--- config.mk ---
export PLATFORM = sky130hd
export DESIGN_NAME = tra_top
export DESIGN_NICKNAME = d
export VERILOG_FILES = /design/src/shared/tra_pkg.sv /design/src/hw/tra_sync.sv /design/src/hw/tra_fault_queue.sv /design/src/hw/tra_top.sv
export VERILOG_INCLUDE_DIRS = /design/src /design/src/shared
export SDC_FILE = /design/constraint.sdc
export NUM_CORES = 1
export LEC_CHECK = 0
export ABC_AREA = 1
export BUFFER_PORTS_ARGS = -buffer_cell sky130_fd_sc_hd__buf_4
export CORE_MARGIN = 3
export CORE_UTILIZATION = 58
export CTS_CLUSTER_DIAMETER = 200
export CTS_CLUSTER_SIZE = 16
export DETAILED_ROUTE_END_ITERATION = 10
export GPL_ROUTABILITY_DRIVEN = 0
export GPL_TIMING_DRIVEN = 0
export PLACE_DENSITY = 0.93
export SYNTH_ARGS = -nofsm -noshare
export SYNTH_HDL_FRONTEND = slang
export SYNTH_SLANG_ARGS = --single-unit
--- constraint.sdc ---
create_clock -name clk_i -period 3.1 [get_ports clk_i]
set_input_delay 0.31 -clock clk_i [delete_from_list [all_inputs] [get_ports clk_i]]
set_output_delay 0.31 -clock clk_i [all_outputs]
set_load 0.005 [all_outputs]
--- src/shared/tra_defs.svh ---
// Register offsets, field positions, reset values and counts of the thermal alarm block
`ifndef TRA_DEFS_SVH
`define TRA_DEFS_SVH

// Word indexes on the bus; byte address is four times the index
`define TRA_IDX_READING    6'h00
`define TRA_IDX_CONFIG     6'h01
`define TRA_IDX_HYST       6'h02
`define TRA_IDX_OVER       6'h03
`define TRA_IDX_STATUS     6'h04

// Configuration byte field positions
`define TRA_CFG_SHDN_BIT   0
`define TRA_CFG_MODE_BIT   1
`define TRA_CFG_POL_BIT    2
`define TRA_CFG_FQ_LO      3
`define TRA_CFG_FQ_HI      4

// Reset values
`define TRA_RST_CONFIG     8'h00
`define TRA_RST_OVER       9'h0A0
`define TRA_RST_HYST       9'h096
`define TRA_RST_READING    11'h000

// Consecutive trips needed per fault count code
`define TRA_FQ_CNT_00      3'h1
`define TRA_FQ_CNT_01      3'h2
`define TRA_FQ_CNT_10      3'h4
`define TRA_FQ_CNT_11      3'h6

// Data layout widths
`define TRA_RES_W          11
`define TRA_LIM_W          9
`define TRA_RES_PAD        5
`define TRA_LIM_PAD        7

`endif

--- src/shared/tra_pkg.sv ---
// Types shared by the thermal alarm block
package tra_pkg;

  typedef struct packed {
    logic [2:0] spare;
    logic [1:0] fault_cnt;
    logic       pol;
    logic       mode;
    logic       shdn;
  } tra_cfg_type;

  typedef struct packed {
    logic        ack;
    logic [31:0] rdata;
    tra_cfg_type cfg;
    logic [10:0] reading;
    logic [8:0]  over;
    logic [8:0]  hyst;
    logic        active;
    logic        wait_low;
    logic        oe;
    logic        conv_en;
    logic        tog_seen;
  } tra_state_type;

  typedef struct packed {
    logic        toggle;
    logic [10:0] data;
  } tra_conv_type;

endpackage

--- src/hw/tra_sync.sv ---
// Two flip-flop synchroniser for levels from outside the clock domain
`timescale 1ns/1ps
`default_nettype none

module tra_sync #(
  parameter int W = 1
) (
  input  wire logic         clk_i,
  input  wire logic         rst_i,
  input  wire logic [W-1:0] d_i,
  output logic      [W-1:0] q_o
);
  typedef struct packed {
    logic [W-1:0] s2;
    logic [W-1:0] s1;
  } tra_sync_state_type;

  tra_sync_state_type s_reg;
  tra_sync_state_type s_next;

  always_comb begin
    s_next    = s_reg;
    s_next.s1 = d_i;
    s_next.s2 = s_reg.s1;
  end

  always_ff @(posedge clk_i) begin
    if (rst_i) begin
      s_reg <= '0;
    end else begin
      s_reg <= s_next;
    end
  end

  assign q_o = s_reg.s2;
endmodule

`default_nettype wire

--- src/hw/tra_fault_queue.sv ---
// Counter of consecutive tripping conversions
`include "tra_defs.svh"
`timescale 1ns/1ps
`default_nettype none

module tra_fault_queue (
  input  wire logic       clk_i,
  input  wire logic       rst_i,
  input  wire logic       sample_i,
  input  wire logic       trip_i,
  input  wire logic       clear_i,
  input  wire logic [1:0] sel_i,
  output logic            fire_o
);
  typedef struct packed {
    logic [2:0] cnt;
  } tra_fq_state_type;

  tra_fq_state_type s_reg;
  tra_fq_state_type s_next;
  logic [2:0]       need;
  logic [2:0]       cnt_inc;

  always_comb begin
    case (sel_i)
      2'h0:    need = `TRA_FQ_CNT_00;
      2'h1:    need = `TRA_FQ_CNT_01;
      2'h2:    need = `TRA_FQ_CNT_10;
      default: need = `TRA_FQ_CNT_11;
    endcase
    cnt_inc = s_reg.cnt + 3'h1;
    fire_o  = sample_i && trip_i && !clear_i && (cnt_inc >= need);
    s_next  = s_reg;
    if (clear_i) begin
      s_next.cnt = 3'h0;
    end else if (sample_i) begin
      // A clean conversion breaks the run; a fire starts a new one
      if (!trip_i || fire_o) begin
        s_next.cnt = 3'h0;
      end else begin
        s_next.cnt = cnt_inc;
      end
    end
  end

  always_ff @(posedge clk_i) begin
    if (rst_i) begin
      s_reg <= '0;
    end else begin
      s_reg <= s_next;
    end
  end
endmodule

`default_nettype wire

--- src/hw/tra_top.sv ---
// Temperature result, limit registers and alarm output behind a Wishbone slave
// Overview of operation
// - Reading register loads every conversion end; read-only; two bytes, upper first.
// - Result is 11-bit two's complement, 0.125 degree per step.
// - Result bits 10:3 in upper byte, 2:0 in lower 7:5, rest zero.
// - Two-byte read returns all 16 bits; host collects both bytes.
// - Single-byte read returns upper byte only, whole-degree resolution.
// - Top 9 result bits give 0.5 degree value in limit format.
// - Both limit registers read/write, 9-bit two's complement, 0.5 degree.
// - Limit bits 8:1 in upper byte, bit 0 in lower bit 7, rest zero.
// - After each conversion, compare with both limits and update alarm.
// - Comparison uses only the 9 most significant result bits.
// - Alarm pin is open drain: pulls low or releases.
// - Config bit 2 sets alarm active level high when 1; resets 0.
// - Config bit 1 selects latched mode when 1, comparator when 0.
// - Comparator: assert above overheat limit, release below hysteresis limit.
// - Comparator: reads and shutdown leave alarm unchanged.
// - Latched: assert on either limit crossing, held until any register read.
// - Alarm needs 1, 2, 4 or 6 consecutive tripping conversions.
// - Shutdown stops conversions, keeps register access, clears latched alarm.
// - Reset values: overheat limit 80 degrees, hysteresis limit 75 degrees.
`include "tra_defs.svh"
`timescale 1ns/1ps
`default_nettype none

module tra_top (
  input  wire logic               clk_i,
  input  wire logic               rst_i,
  // Classic Wishbone slave
  input  wire logic               wb_cyc_i,
  input  wire logic               wb_stb_i,
  input  wire logic               wb_we_i,
  input  wire logic [7:0]         wb_adr_i,
  input  wire logic [3:0]         wb_sel_i,
  input  wire logic [31:0]        wb_dat_i,
  output logic      [31:0]        wb_dat_o,
  output logic                    wb_ack_o,
  // Converter side, asynchronous
  input  wire tra_pkg::tra_conv_type conv_i,
  output logic                    conv_en_o,
  // Open-drain alarm pin
  input  wire logic               alarm_i,
  output logic                    alarm_o,
  output logic                    alarm_oe_o
);
  import tra_pkg::*;

  tra_state_type s_reg;
  tra_state_type s_next;
  tra_conv_type  conv_sync;
  tra_cfg_type   wr_cfg;
  logic          line_sync;
  logic          req;
  logic          rd_hit;
  logic          cfg_wr;
  logic [5:0]    idx;
  logic          conv_evt;
  logic [10:0]   new_res;
  logic [8:0]    res9;
  logic          above;
  logic          below;
  logic          trip;
  logic          fire;

  // Result word and toggle cross together; converter holds data until next toggle
  tra_sync #(
    .W ($bits(tra_conv_type))
  ) u_conv_sync (
    .clk_i (clk_i),
    .rst_i (rst_i),
    .d_i   (conv_i),
    .q_o   (conv_sync)
  );

  tra_sync #(
    .W (1)
  ) u_line_sync (
    .clk_i (clk_i),
    .rst_i (rst_i),
    .d_i   (alarm_i),
    .q_o   (line_sync)
  );

  tra_fault_queue u_fq (
    .clk_i    (clk_i),
    .rst_i    (rst_i),
    .sample_i (conv_evt),
    .trip_i   (trip),
    .clear_i  (cfg_wr),
    .sel_i    (s_reg.cfg.fault_cnt),
    .fire_o   (fire)
  );

  always_comb begin
    idx    = wb_adr_i[7:2];
    req    = wb_cyc_i && wb_stb_i && !s_reg.ack;
    rd_hit = req && !wb_we_i && (idx <= `TRA_IDX_STATUS);
    cfg_wr = req && wb_we_i && (idx == `TRA_IDX_CONFIG) && wb_sel_i[0];
    wr_cfg = wb_dat_i[7:0];

    // Conversions are ignored while shut down
    conv_evt = (conv_sync.toggle != s_reg.tog_seen) && !s_reg.cfg.shdn;
    new_res  = conv_sync.data;
    // Only the top 9 bits meet the limits, signed
    res9  = new_res[10:2];
    above = $signed(res9) > $signed(s_reg.over);
    below = $signed(res9) < $signed(s_reg.hyst);
    // Which crossing counts depends on mode and present phase
    if (s_reg.cfg.mode) begin
      trip = s_reg.wait_low ? below : above;
    end else begin
      trip = s_reg.active ? below : above;
    end

    s_next          = s_reg;
    s_next.ack      = req;
    s_next.tog_seen = conv_sync.toggle;

    if (conv_evt) begin
      s_next.reading = new_res;
    end

    // Alarm update after each conversion through the fault queue
    if (fire) begin
      if (s_reg.cfg.mode) begin
        s_next.active   = 1'b1;
        s_next.wait_low = !s_reg.wait_low;
      end else begin
        s_next.active = !s_reg.active;
      end
    end else if (rd_hit && s_reg.cfg.mode) begin
      // Any register read clears a latched alarm; a same-cycle fire wins
      s_next.active = 1'b0;
    end

    if (req) begin
      if (wb_we_i) begin
        case (idx)
          `TRA_IDX_CONFIG: begin
            if (wb_sel_i[0]) begin
              s_next.cfg = wr_cfg;
              if (wr_cfg.mode != s_reg.cfg.mode) begin
                // Mode swap starts from a quiet alarm
                s_next.active   = 1'b0;
                s_next.wait_low = 1'b0;
              end else if (wr_cfg.shdn && !s_reg.cfg.shdn && wr_cfg.mode) begin
                s_next.active = 1'b0;
              end
            end
          end
          `TRA_IDX_HYST: begin
            if (wb_sel_i[1]) begin
              s_next.hyst[8:1] = wb_dat_i[15:8];
            end
            if (wb_sel_i[0]) begin
              s_next.hyst[0] = wb_dat_i[7];
            end
          end
          `TRA_IDX_OVER: begin
            if (wb_sel_i[1]) begin
              s_next.over[8:1] = wb_dat_i[15:8];
            end
            if (wb_sel_i[0]) begin
              s_next.over[0] = wb_dat_i[7];
            end
          end
          default: begin
            s_next.rdata = s_reg.rdata;
          end
        endcase
        s_next.rdata = 32'h0000_0000;
      end else begin
        case (idx)
          // Upper byte in 15:8 so a one-lane read gives whole degrees
          `TRA_IDX_READING: s_next.rdata = {16'h0000, s_reg.reading, `TRA_RES_PAD'h00};
          `TRA_IDX_CONFIG:  s_next.rdata = {24'h00_0000, s_reg.cfg};
          `TRA_IDX_HYST:    s_next.rdata = {16'h0000, s_reg.hyst, `TRA_LIM_PAD'h00};
          `TRA_IDX_OVER:    s_next.rdata = {16'h0000, s_reg.over, `TRA_LIM_PAD'h00};
          `TRA_IDX_STATUS:  s_next.rdata = {30'h0000_0000, line_sync, s_reg.active};
          default:          s_next.rdata = 32'h0000_0000;
        endcase
      end
    end else begin
      s_next.rdata = 32'h0000_0000;
    end

    // Pull low when the pin must show low
    s_next.oe      = s_next.active ^ s_next.cfg.pol;
    s_next.conv_en = !s_next.cfg.shdn;
  end

  always_ff @(posedge clk_i) begin
    if (rst_i) begin
      s_reg          <= '0;
      s_reg.cfg      <= `TRA_RST_CONFIG;
      s_reg.over     <= `TRA_RST_OVER;
      s_reg.hyst     <= `TRA_RST_HYST;
      s_reg.reading  <= `TRA_RST_READING;
      s_reg.conv_en  <= 1'b1;
    end else begin
      s_reg <= s_next;
    end
  end

  assign wb_dat_o   = s_reg.rdata;
  assign wb_ack_o   = s_reg.ack;
  assign conv_en_o  = s_reg.conv_en;
  assign alarm_o    = 1'b0;
  assign alarm_oe_o = s_reg.oe;
endmodule

`default_nettype wire

After elaboration in Yosys (flattened, before gate mapping)
Cells that the tools add are included.
{"block": "word_totals", "ff_bits": 104, "latchBits": 0, "ram_bits": 0, "romBits": 0, "inputBits": 62, "out_inout_bits": 36, "mem_count": 0}
{"block": "classes", "add_sub_neg": 1, "n_mul": 0, "n_div": 0, "n_lt_le_gt_ge": 4, "eq_ne": 8, "shifts": 0, "mux": 22, "n_bitwise": 2, "n_reduce_logical": 32}
{"operator": "$pmux W16 S5", "n": 1}
{"operator": "$reduce_and A4 Y1", "n": 5}
{"operator": "$mux W3", "n": 5}
{"operator": "$logic_and A1 B1 Y1", "n": 14}
{"operator": "$eq A6 B2 Y1 const B", "n": 2}
{"operator": "$mux W1", "n": 11}
{"operator": "$gt A9 B9 Y1", "n": 1}
{"operator": "$lt A9 B9 Y1", "n": 1}
{"operator": "$pmux W3 S3", "n": 1}
{"operator": "$logic_not A1 Y1", "n": 8}
{"operator": "$mux W2", "n": 4}
{"operator": "$eq A6 B1 Y1 const B", "n": 1}
{"operator": "$eq A6 B3 Y1 const B", "n": 1}
{"operator": "$le A6 B3 Y1 const B", "n": 1}
{"operator": "$logic_not A6 Y1", "n": 1}
{"operator": "$add A3 B1 Y3 const B", "n": 1}
{"operator": "$ge A3 B3 Y1", "n": 1}
{"operator": "$reduce_or A3 Y1", "n": 1}
{"operator": "$eq A2 B1 Y1 const B", "n": 1}
{"operator": "$eq A2 B2 Y1 const B", "n": 1}
{"operator": "$logic_not A2 Y1", "n": 1}
{"operator": "$ne A1 B1 Y1", "n": 2}
{"operator": "$reduce_or A2 Y1", "n": 1}
{"operator": "$logic_or A1 B1 Y1", "n": 1}
{"operator": "2 further kinds", "n": 2}

Depth between registers and ports, before layout
Gate-level depths: netlist of the first run.
{"block": "logic_depth", "word_depth": 16, "mapped_depth": 18, "depth_no_buf": 18}

Hierarchy
From an unflattened synthesis of the first run, not the netlist that was laid out.
{"block": "hier_totals", "cells_unflattened": 524, "area_unflattened_um2": 4090.2}
{"module": "tra_top", "instances": 1, "cells_per_inst": 409, "area_per_inst_um2": 3111.7, "seq_area_each_um2": 1181.1}
{"module": "tra_sync (u_conv_sync)", "instances": 1, "cells_per_inst": 74, "area_per_inst_um2": 683.2, "seq_area_each_um2": 480.5}
{"module": "tra_fault_queue", "instances": 1, "cells_per_inst": 35, "area_per_inst_um2": 240.2, "seq_area_each_um2": 60.1}
{"module": "tra_sync (u_line_sync)", "instances": 1, "cells_per_inst": 6, "area_per_inst_um2": 55.1, "seq_area_each_um2": 40.0}

Worst setup path after synthesis of the first run
Ideal clock, no wire load.
{"block": "synth_path", "path_type": "register to register", "startpoint": "register u_fq.s_reg[0] (netlist bit)", "endpoint": "register s_reg (netlist bit alarm_oe_o)", "setup_time_ns": 0.113, "arrival_ns": 1.821, "required_time_ns": 2.987, "setup_slack_ns": 1.166, "path_stages_with_launch": 13, "cell_sequence": "dfxtp_1 -> ha_1 -> xor2_1 -> ha_1 -> nand2_1 -> o21ai_0 -> a31oi_1 -> nor3_2 -> nand3_1 -> nand2_1 -> nand3_1 -> nand2_1 -> nand2_1"}
{"block": "synth_between", "elab_chain_len": 11}
{"element": "start: declaration", "line": "tra_fault_queue.sv:19", "source": "tra_fq_state_type s_reg;"}
{"element": "start signal: assignment", "line": "tra_fault_queue.sv:50", "source": "s_reg <= s_next;"}
{"element": "$add A3 B1 Y3 (*)", "line": "tra_fault_queue.sv:31", "source": "cnt_inc = s_reg.cnt + 3'h1;"}
{"element": "$ge A3 B3 Y1 (*)", "line": "tra_fault_queue.sv:32", "source": "fire_o = sample_i && trip_i && !clear_i && (cnt_inc >= need);"}
{"element": "$logic_and A1 B1 Y1 (*)", "line": "tra_fault_queue.sv:32"}
{"element": "$mux W1 (*)", "line": "tra_top.sv:124", "source": "if (fire) begin"}
{"element": "$mux W1", "line": "tra_top.sv:146", "source": "end else if (wr_cfg.shdn && !s_reg.cfg.shdn && wr_cfg.mode) begin"}
{"element": "$mux W1", "line": "tra_top.sv:142", "source": "if (wr_cfg.mode != s_reg.cfg.mode) begin"}
{"element": "$mux W2", "line": "tra_top.sv:140", "source": "if (wb_sel_i[0]) begin"}
{"element": "$mux W2", "line": "tra_top.sv:138", "source": "case (idx)"}
{"element": "$mux W2", "line": "tra_top.sv:137", "source": "if (wb_we_i) begin"}
{"element": "$mux W2 (*)", "line": "tra_top.sv:136", "source": "if (req) begin"}
{"element": "$xor A1 B1 Y1 (*)", "line": "tra_top.sv:188", "source": "s_next.oe = s_next.active ^ s_next.cfg.pol;"}
{"element": "end signal: assignment", "line": "tra_top.sv:201", "source": "s_reg <= s_next;"}
{"element": "end: declaration", "line": "tra_top.sv:48", "source": "tra_state_type s_reg;"}
Every way passes the cells marked *; elsewhere a longest branch is shown, timed or not.
A chain may end at the register's enable or synchronous reset.

Worst setup path after layout of the first run
{"block": "layout_path", "startpoint": "register u_fq.s_reg[0] (netlist bit)", "endpoint": "register u_fq.s_reg[2] (netlist bit)"}
{"block": "layout_between", "elab_chain_len": 5}
{"element": "$add A3 B1 Y3 (*)", "line": "tra_fault_queue.sv:31"}
{"element": "$ge A3 B3 Y1", "line": "tra_fault_queue.sv:32"}
{"element": "$logic_and A1 B1 Y1", "line": "tra_fault_queue.sv:32"}
{"element": "$logic_or A1 B1 Y1", "line": "tra_fault_queue.sv:38", "source": "if (!trip_i || fire_o) begin"}
{"element": "$mux W3 (*)", "line": "tra_fault_queue.sv:38"}
Marks and branches as above.

==> results.sh, run 1 <==
export IMPL_fmax_mhz=436
export IMPL_hold_viol=0
export IMPL_synthesis_area_sq_um=4100
export IMPL_crit_path_max_fanout=4
export IMPL_antenna_left=0
export IMPL_antenna_found_initial=0
export IMPL_path_class="register to register"
export IMPL_overflow=0
export IMPL_critical_path_slowest_cell="dfxtp_1"
export IMPL_cts_sinks=88
export IMPL_insertion_delay_ns=0.37
export IMPL_syn_inst=525
export IMPL_die_area_sq_um=8100
export IMPL_maxCapViolCount=0
export IMPL_hold_end="u_conv_sync.s_next[17]"
export IMPL_final_cell_mix="inv_1 (97), buf_4 (92), dfxtp_1 (88)"
export IMPL_slowest_delay_ns=0.38
export IMPL_via_per_inst=5.12
export IMPL_finish_instance_area_sq_um=4940
export IMPL_hold_path_class="input pin to register"
export IMPL_relSlewSlack_pct=64.1
export IMPL_grt_total_usage_pct=24.2
export IMPL_num_rows=29
export IMPL_path_cells="ha_1, xor2_1, ha_1, a21oi_1, o21ai_0, a31oi_1, nor3_2, nor2_2, nand4_1, a21oi_1"
export IMPL_reg2reg_slack_ns=0.80
export IMPL_rsz0062_at_grt="false"
export IMPL_firstDrtPassIters=5
export IMPL_post_cts_repair_setup_buffers=0
export IMPL_die_y_microns=90.0
export IMPL_drtIter0Drc=404
export IMPL_avgRoutedWirePerCell_microns=13.5
export IMPL_post_route_drc_count=0
export IMPL_rr_worst_depth=10
export IMPL_dp_hpwl_mm=7.10
export IMPL_grt_max_degree=16
export IMPL_ys_types=37
export IMPL_nets=694
export IMPL_setup_tns_final_ns=0
export IMPL_cts_tree="done"
export IMPL_worstPathRequired_ns=3.40
export IMPL_postCtsResizedCells=0
export IMPL_num_antenna_cells=0
export IMPL_fin_crit_sh_pct=74.1
export IMPL_period_needed_ns=2.30
export IMPL_largest_reg_flops=40
export IMPL_holdBufCountCts=0
export IMPL_drt_total_wl_mm=9.57
export IMPL_critPathLaunchType="register"
export IMPL_vdd_drop_max_v=0.000304
export IMPL_synthArstFlopShare_pct=0
export IMPL_final_layout_size_suffix_gt1_share_pct=21.1
export IMPL_core_area_sq_um=6600
export IMPL_synth_ff_type="dfxtp_1"
export IMPL_layout_commonest_cell="inv_1"
export IMPL_syn2layout_area_growth_pct=20.7
export IMPL_yosysWarningCount=0
export IMPL_die_w_microns=90.0
export IMPL_skew_ns=0.00564
export IMPL_p_per_area_nw_per_um2=461
export IMPL_setup_viol=0
export IMPL_cts_root_buffer="clkbuf_8"
export IMPL_first_global_vias=3427
export IMPL_via_count=3630
export IMPL_cts_htree_levels=3
export IMPL_start_util_pct=62.0
export IMPL_crit_path_end_kind="register"
export IMPL_portBuffers=59
export IMPL_r2r_start="u_fq.s_reg[0]"
export IMPL_hold_depth=3
export IMPL_synth_edff_count=0
export IMPL_r2r_end="u_fq.s_reg[2]"
export IMPL_cts_buffers_inserted=9
export IMPL_tightestPinTransition_ns=0.538
export IMPL_status="finished clean"
export IMPL_placed_cell_area_sq_um=4710
export IMPL_path_clk_slew_ns=0.09
export IMPL_leakage_uw=0.00248
export IMPL_final_max_slew_viol_count=0
export IMPL_cts_buffer_depth=2
export IMPL_yosysSeqAreaShare_pct=43.0
export IMPL_ios=98
export IMPL_grt_first_pass_wirelength_mm=15.6
export IMPL_cp_arrival_ns=2.59
export IMPL_hp_start="conv_i[5]"
export IMPL_postSynthRegisterBits=88
export IMPL_syn_area_per_cell_sq_um=7.80
through the flow:
step | utilization [%] | power, uW | hold WS [ns] | std cells | setup WS (ns)
after floorplan | - | 1310 | 0.388 | 541 | 1.17
after global placement | 71.4 | 1380 | 0.392 | 693 | 1.03
after detailed placement | 71.4 | 1390 | 0.392 | 693 | 0.901
after CTS | 74.9 | 2270 | 0.123 | 709 | 0.871
after global routing | 74.9 | 2350 | 0.128 | 709 | 0.695
final | 74.9 | 2280 | 0.130 | 709 | 0.804
cell usage after synthesis, types with 6 or more instances:
cell,count,area (sq um)
nor2_1,64,240
ha_1,21,263
o22ai_1,6,37.5
inv_1,97,364
o21ai_0,32,160
dfxtp_1,88,1760
nand4_1,10,62.6
nor3_4,6,97.6
nand3_1,12,60.1
clkbuf_1,8,30.0
a21oi_1,32,160
buf_4,33,248
nand2_1,70,263
cells by family (layout without fill, tap and decap cells):
logic type,after synthesis,after routing,share of synthesized area (%)
XOR/XNOR,3,3,0.642
AND/OR/NAND/NOR,178,178,20.9
flip-flops,88,88,43.0
AO/OA/AOI/OAI,90,90,12.5
other,1,17,0.0916
buffers and inverters,144,219,16.4
adder cells (fa/ha/maj),21,21,6.42
power breakdown:
part / switching [uW] / total, uW / internal (uW)
registers: 13.9 / 1170 / 1160
logic: 112 / 201 / 88.2
clock network: 430 / 908 / 478
total: 556 / 2280 / 1720
cell type report:
cell class	instances	area [sq um]
sequential	88	1760
fill	495	1660
tap	93	116
timing repair buffer	59	443
inverter	100	375
multi-input combinational	309	1720
clock buffer	10	138
buffer	44	298
clock inverter	6	91.3
routing by layer:
| layer | share of wire (%) | wire length, microns | GRT usage [%] |
|---|---|---|---|
| met2 | 47 | 4540 | 39.8 |
| met5 | 0 | 0 | 0 |
| met4 | 4.5 | 426 | 15.7 |
| met3 | 9.7 | 930 | 6.84 |
| met1 | 38 | 3670 | 27.3 |
critical path, delay by kind of cell, from the launching register on:
| kind | cells | cell delay [ns] |
|---|---|---|
| fa+ha+maj | 2 | 0.49 |
| compound gates | 4 | 0.66 |
| xor+xnor | 1 | 0.26 |
| flops | 1 | 0.38 |
| simple gates | 3 | 0.42 |
worst max-delay path by stage:
stage	startpoint	to	slack [ns]	cells after the start
3_5_place_dp	u_fq.s_reg[0]	alarm_oe_o	0.90	12
5_1_grt	u_fq.s_reg[0]	alarm_oe_o	0.69	12
4_1_cts	u_fq.s_reg[0]	u_fq.s_reg[2]	0.87	10
6_report	u_fq.s_reg[0]	u_fq.s_reg[2]	0.80	10
2_1_floorplan	u_fq.s_reg[0]	alarm_oe_o	1.17	12
3_3_place_gp	u_fq.s_reg[0]	alarm_oe_o	1.03	12
Note: power is estimated with default switching activity, not from simulation.
==> run 2, diff against run 1 <==
CORE_UTILIZATION = 48   (was 58)
PLACE_DENSITY = 0.84   (was 0.93)
clock period = 1.88 ns   (was 3.1 ns; I/O delays follow)
==> run 2 against run 1 <==
  * The flow now finishes with violations (negative setup slack)
  * Register-to-register slack got worse by 1.1 ns
  * Clock power rose by 43%
  * Via count rose by 3.8%
  * Non-clock buffer count rose by 13
  * Cell area rose by 7.3%
  * Die area rose by 19%
  * Worst hold slack got worse by 0.11 ns
  * Power rose by 59%
  * Core utilization fell by 11 points
  * First-iteration DRC count fell by 4.2%
  * Critical path type unchanged
==> results.sh, run 2 (synthesis gave the netlist of run 1 again) <==
export IMPL_antenna_left=0
export IMPL_crit_path_end_kind="register"
export IMPL_nets=707
export IMPL_skew_ns=0.00855
export IMPL_finish_instance_area_sq_um=5300
export IMPL_rsz0062_at_grt="true"
export IMPL_reg2reg_slack_ns=-0.28
export IMPL_hold_end="u_conv_sync.s_next[23]"
export IMPL_worstPathRequired_ns=2.16
export IMPL_period_needed_ns=2.16
export IMPL_relSlewSlack_pct=63.5
export IMPL_final_layout_size_suffix_gt1_share_pct=31.4
export IMPL_fmax_mhz=462
export IMPL_die_w_microns=98.4
export IMPL_firstDrtPassIters=6
export IMPL_r2r_start="u_fq.s_reg[0]"
export IMPL_cts_sinks=88
export IMPL_first_global_vias=3282
export IMPL_grt_total_usage_pct=19.4
export IMPL_p_per_area_nw_per_um2=683
export IMPL_cts_buffer_depth=2
export IMPL_largest_reg_flops=40
export IMPL_rr_worst_depth=11
export IMPL_cp_arrival_ns=2.45
export IMPL_hold_depth=3
export IMPL_r2r_end="u_fq.s_reg[2]"
export IMPL_post_route_drc_count=0
export IMPL_final_core_util_pct=64.2
export IMPL_vdd_drop_max_v=0.000451
export IMPL_placed_cell_area_sq_um=4730
export IMPL_via_count=3769
export IMPL_status="complete, but fails checks"
export IMPL_syn2layout_area_growth_pct=29.5
export IMPL_ios=98
export IMPL_path_class="register to register"
export IMPL_grt_first_pass_wirelength_mm=14.9
export IMPL_insertion_delay_ns=0.36
export IMPL_cts_buffers_inserted=9
export IMPL_hold_path_class="input pin to register"
export IMPL_grt_max_degree=14
export IMPL_tightestPinTransition_ns=0.548
export IMPL_crit_path_max_fanout=4
export IMPL_start_util_pct=49.6
export IMPL_die_y_microns=98.4
export IMPL_setup_tns_final_ns=-1.37
export IMPL_setup_viol=6
export IMPL_avgRoutedWirePerCell_microns=14.0
export IMPL_dp_hpwl_mm=6.81
export IMPL_overflow=0
export IMPL_num_antenna_cells=0
export IMPL_leakage_uw=0.00256
export IMPL_layout_commonest_cell="buf_4"
export IMPL_cts_htree_levels=3
export IMPL_worst_slack_ns=-0.284
export IMPL_hp_start="conv_i[11]"
export IMPL_num_rows=33
export IMPL_portBuffers=59
export IMPL_cts_root_buffer="clkbuf_8"
export IMPL_critPathLaunchType="register"
export IMPL_fin_crit_sh_pct=115
export IMPL_cts_tree="done"
export IMPL_final_max_slew_viol_count=0
export IMPL_drtIter0Drc=387
export IMPL_holdBufCountCts=0
export IMPL_hold_viol=0
export IMPL_violations="negative setup slack"
export IMPL_via_per_inst=5.14
export IMPL_die_area_sq_um=9680
export IMPL_core_area_sq_um=8260
export IMPL_crit_path_start="u_fq.s_reg[0]"
export IMPL_final_cell_mix="buf_4 (104), inv_1 (91), dfxtp_1 (76)"
export IMPL_drt_total_wl_mm=10.2
export IMPL_path_clk_slew_ns=0.08
export IMPL_maxCapViolCount=0
export IMPL_antenna_found_initial=0
run 2: area by class of cell:
class	count	area, sq um
timing repair buffer	72	544
clock buffer	12	145
tap	105	131
inverter	100	375
clock inverter	3	42.5
multi-input combinational	309	1990
fill	658	2950
buffer	44	300
sequential	88	1780
run 2: metal layers:
layer | share of wire [%] | GRT usage [%] | vias to the layer above
met3 | 10 | 4.43 | 53
met5 | 0 | 0 | -
met2 | 46 | 31.8 | 244
li1 | - | - | 1808
met4 | 5.4 | 10.6 | 0
met1 | 38 | 23.5 | 1664
run 2: repair_timing:
action | CTS | global route
pin swaps | 4 | 30
setup buffers | 3 | 10
endpoints found under the setup margin | 6 | 22
gates resized for setup | 12 | 54
run 2: how the worst max path moves through the flow:
stage	end	slack [ns]
finish	u_fq.s_reg[2]	-0.28
CTS	alarm_oe_o	-0.17
global placement	alarm_oe_o	-0.18
global route	u_fq.s_reg[2]	-0.36
detailed placement	alarm_oe_o	-0.26
floorplan	alarm_oe_o	-0.02
run 2: power breakdown:
part | internal, uW | leakage (uW) | switching [uW]
clock | 643 | 0.0000925 | 657
combinational | 175 | 0.00174 | 212
sequential | 1910 | 0.000720 | 26.1
total | 2730 | 0.00256 | 895
run 2: critical path, stage by stage (launching register included):
cell,delay [ns]
dfxtp_2,0.36
ha_4,0.16
xor2_4,0.18
ha_4,0.23
a21oi_1,0.20
o21ai_2,0.10
a31oi_2,0.20
nor3_2,0.10
buf_4,0.16
nor2_4,0.10
nand4_1,0.11
a21oi_1,0.18
run 2: per-stage QoR:
stage	hold slack (ns)	cells	setup slack (ns)	total power, uW
6_report	0.0217	733	-0.284	3620
5_1_grt	0.0210	733	-0.358	3740
4_1_cts	0.0209	723	-0.170	3560
2_1_floorplan	0.295	541	-0.0231	2170
3_3_place_gp	0.392	705	-0.177	2280
3_5_place_dp	0.393	705	-0.262	2290
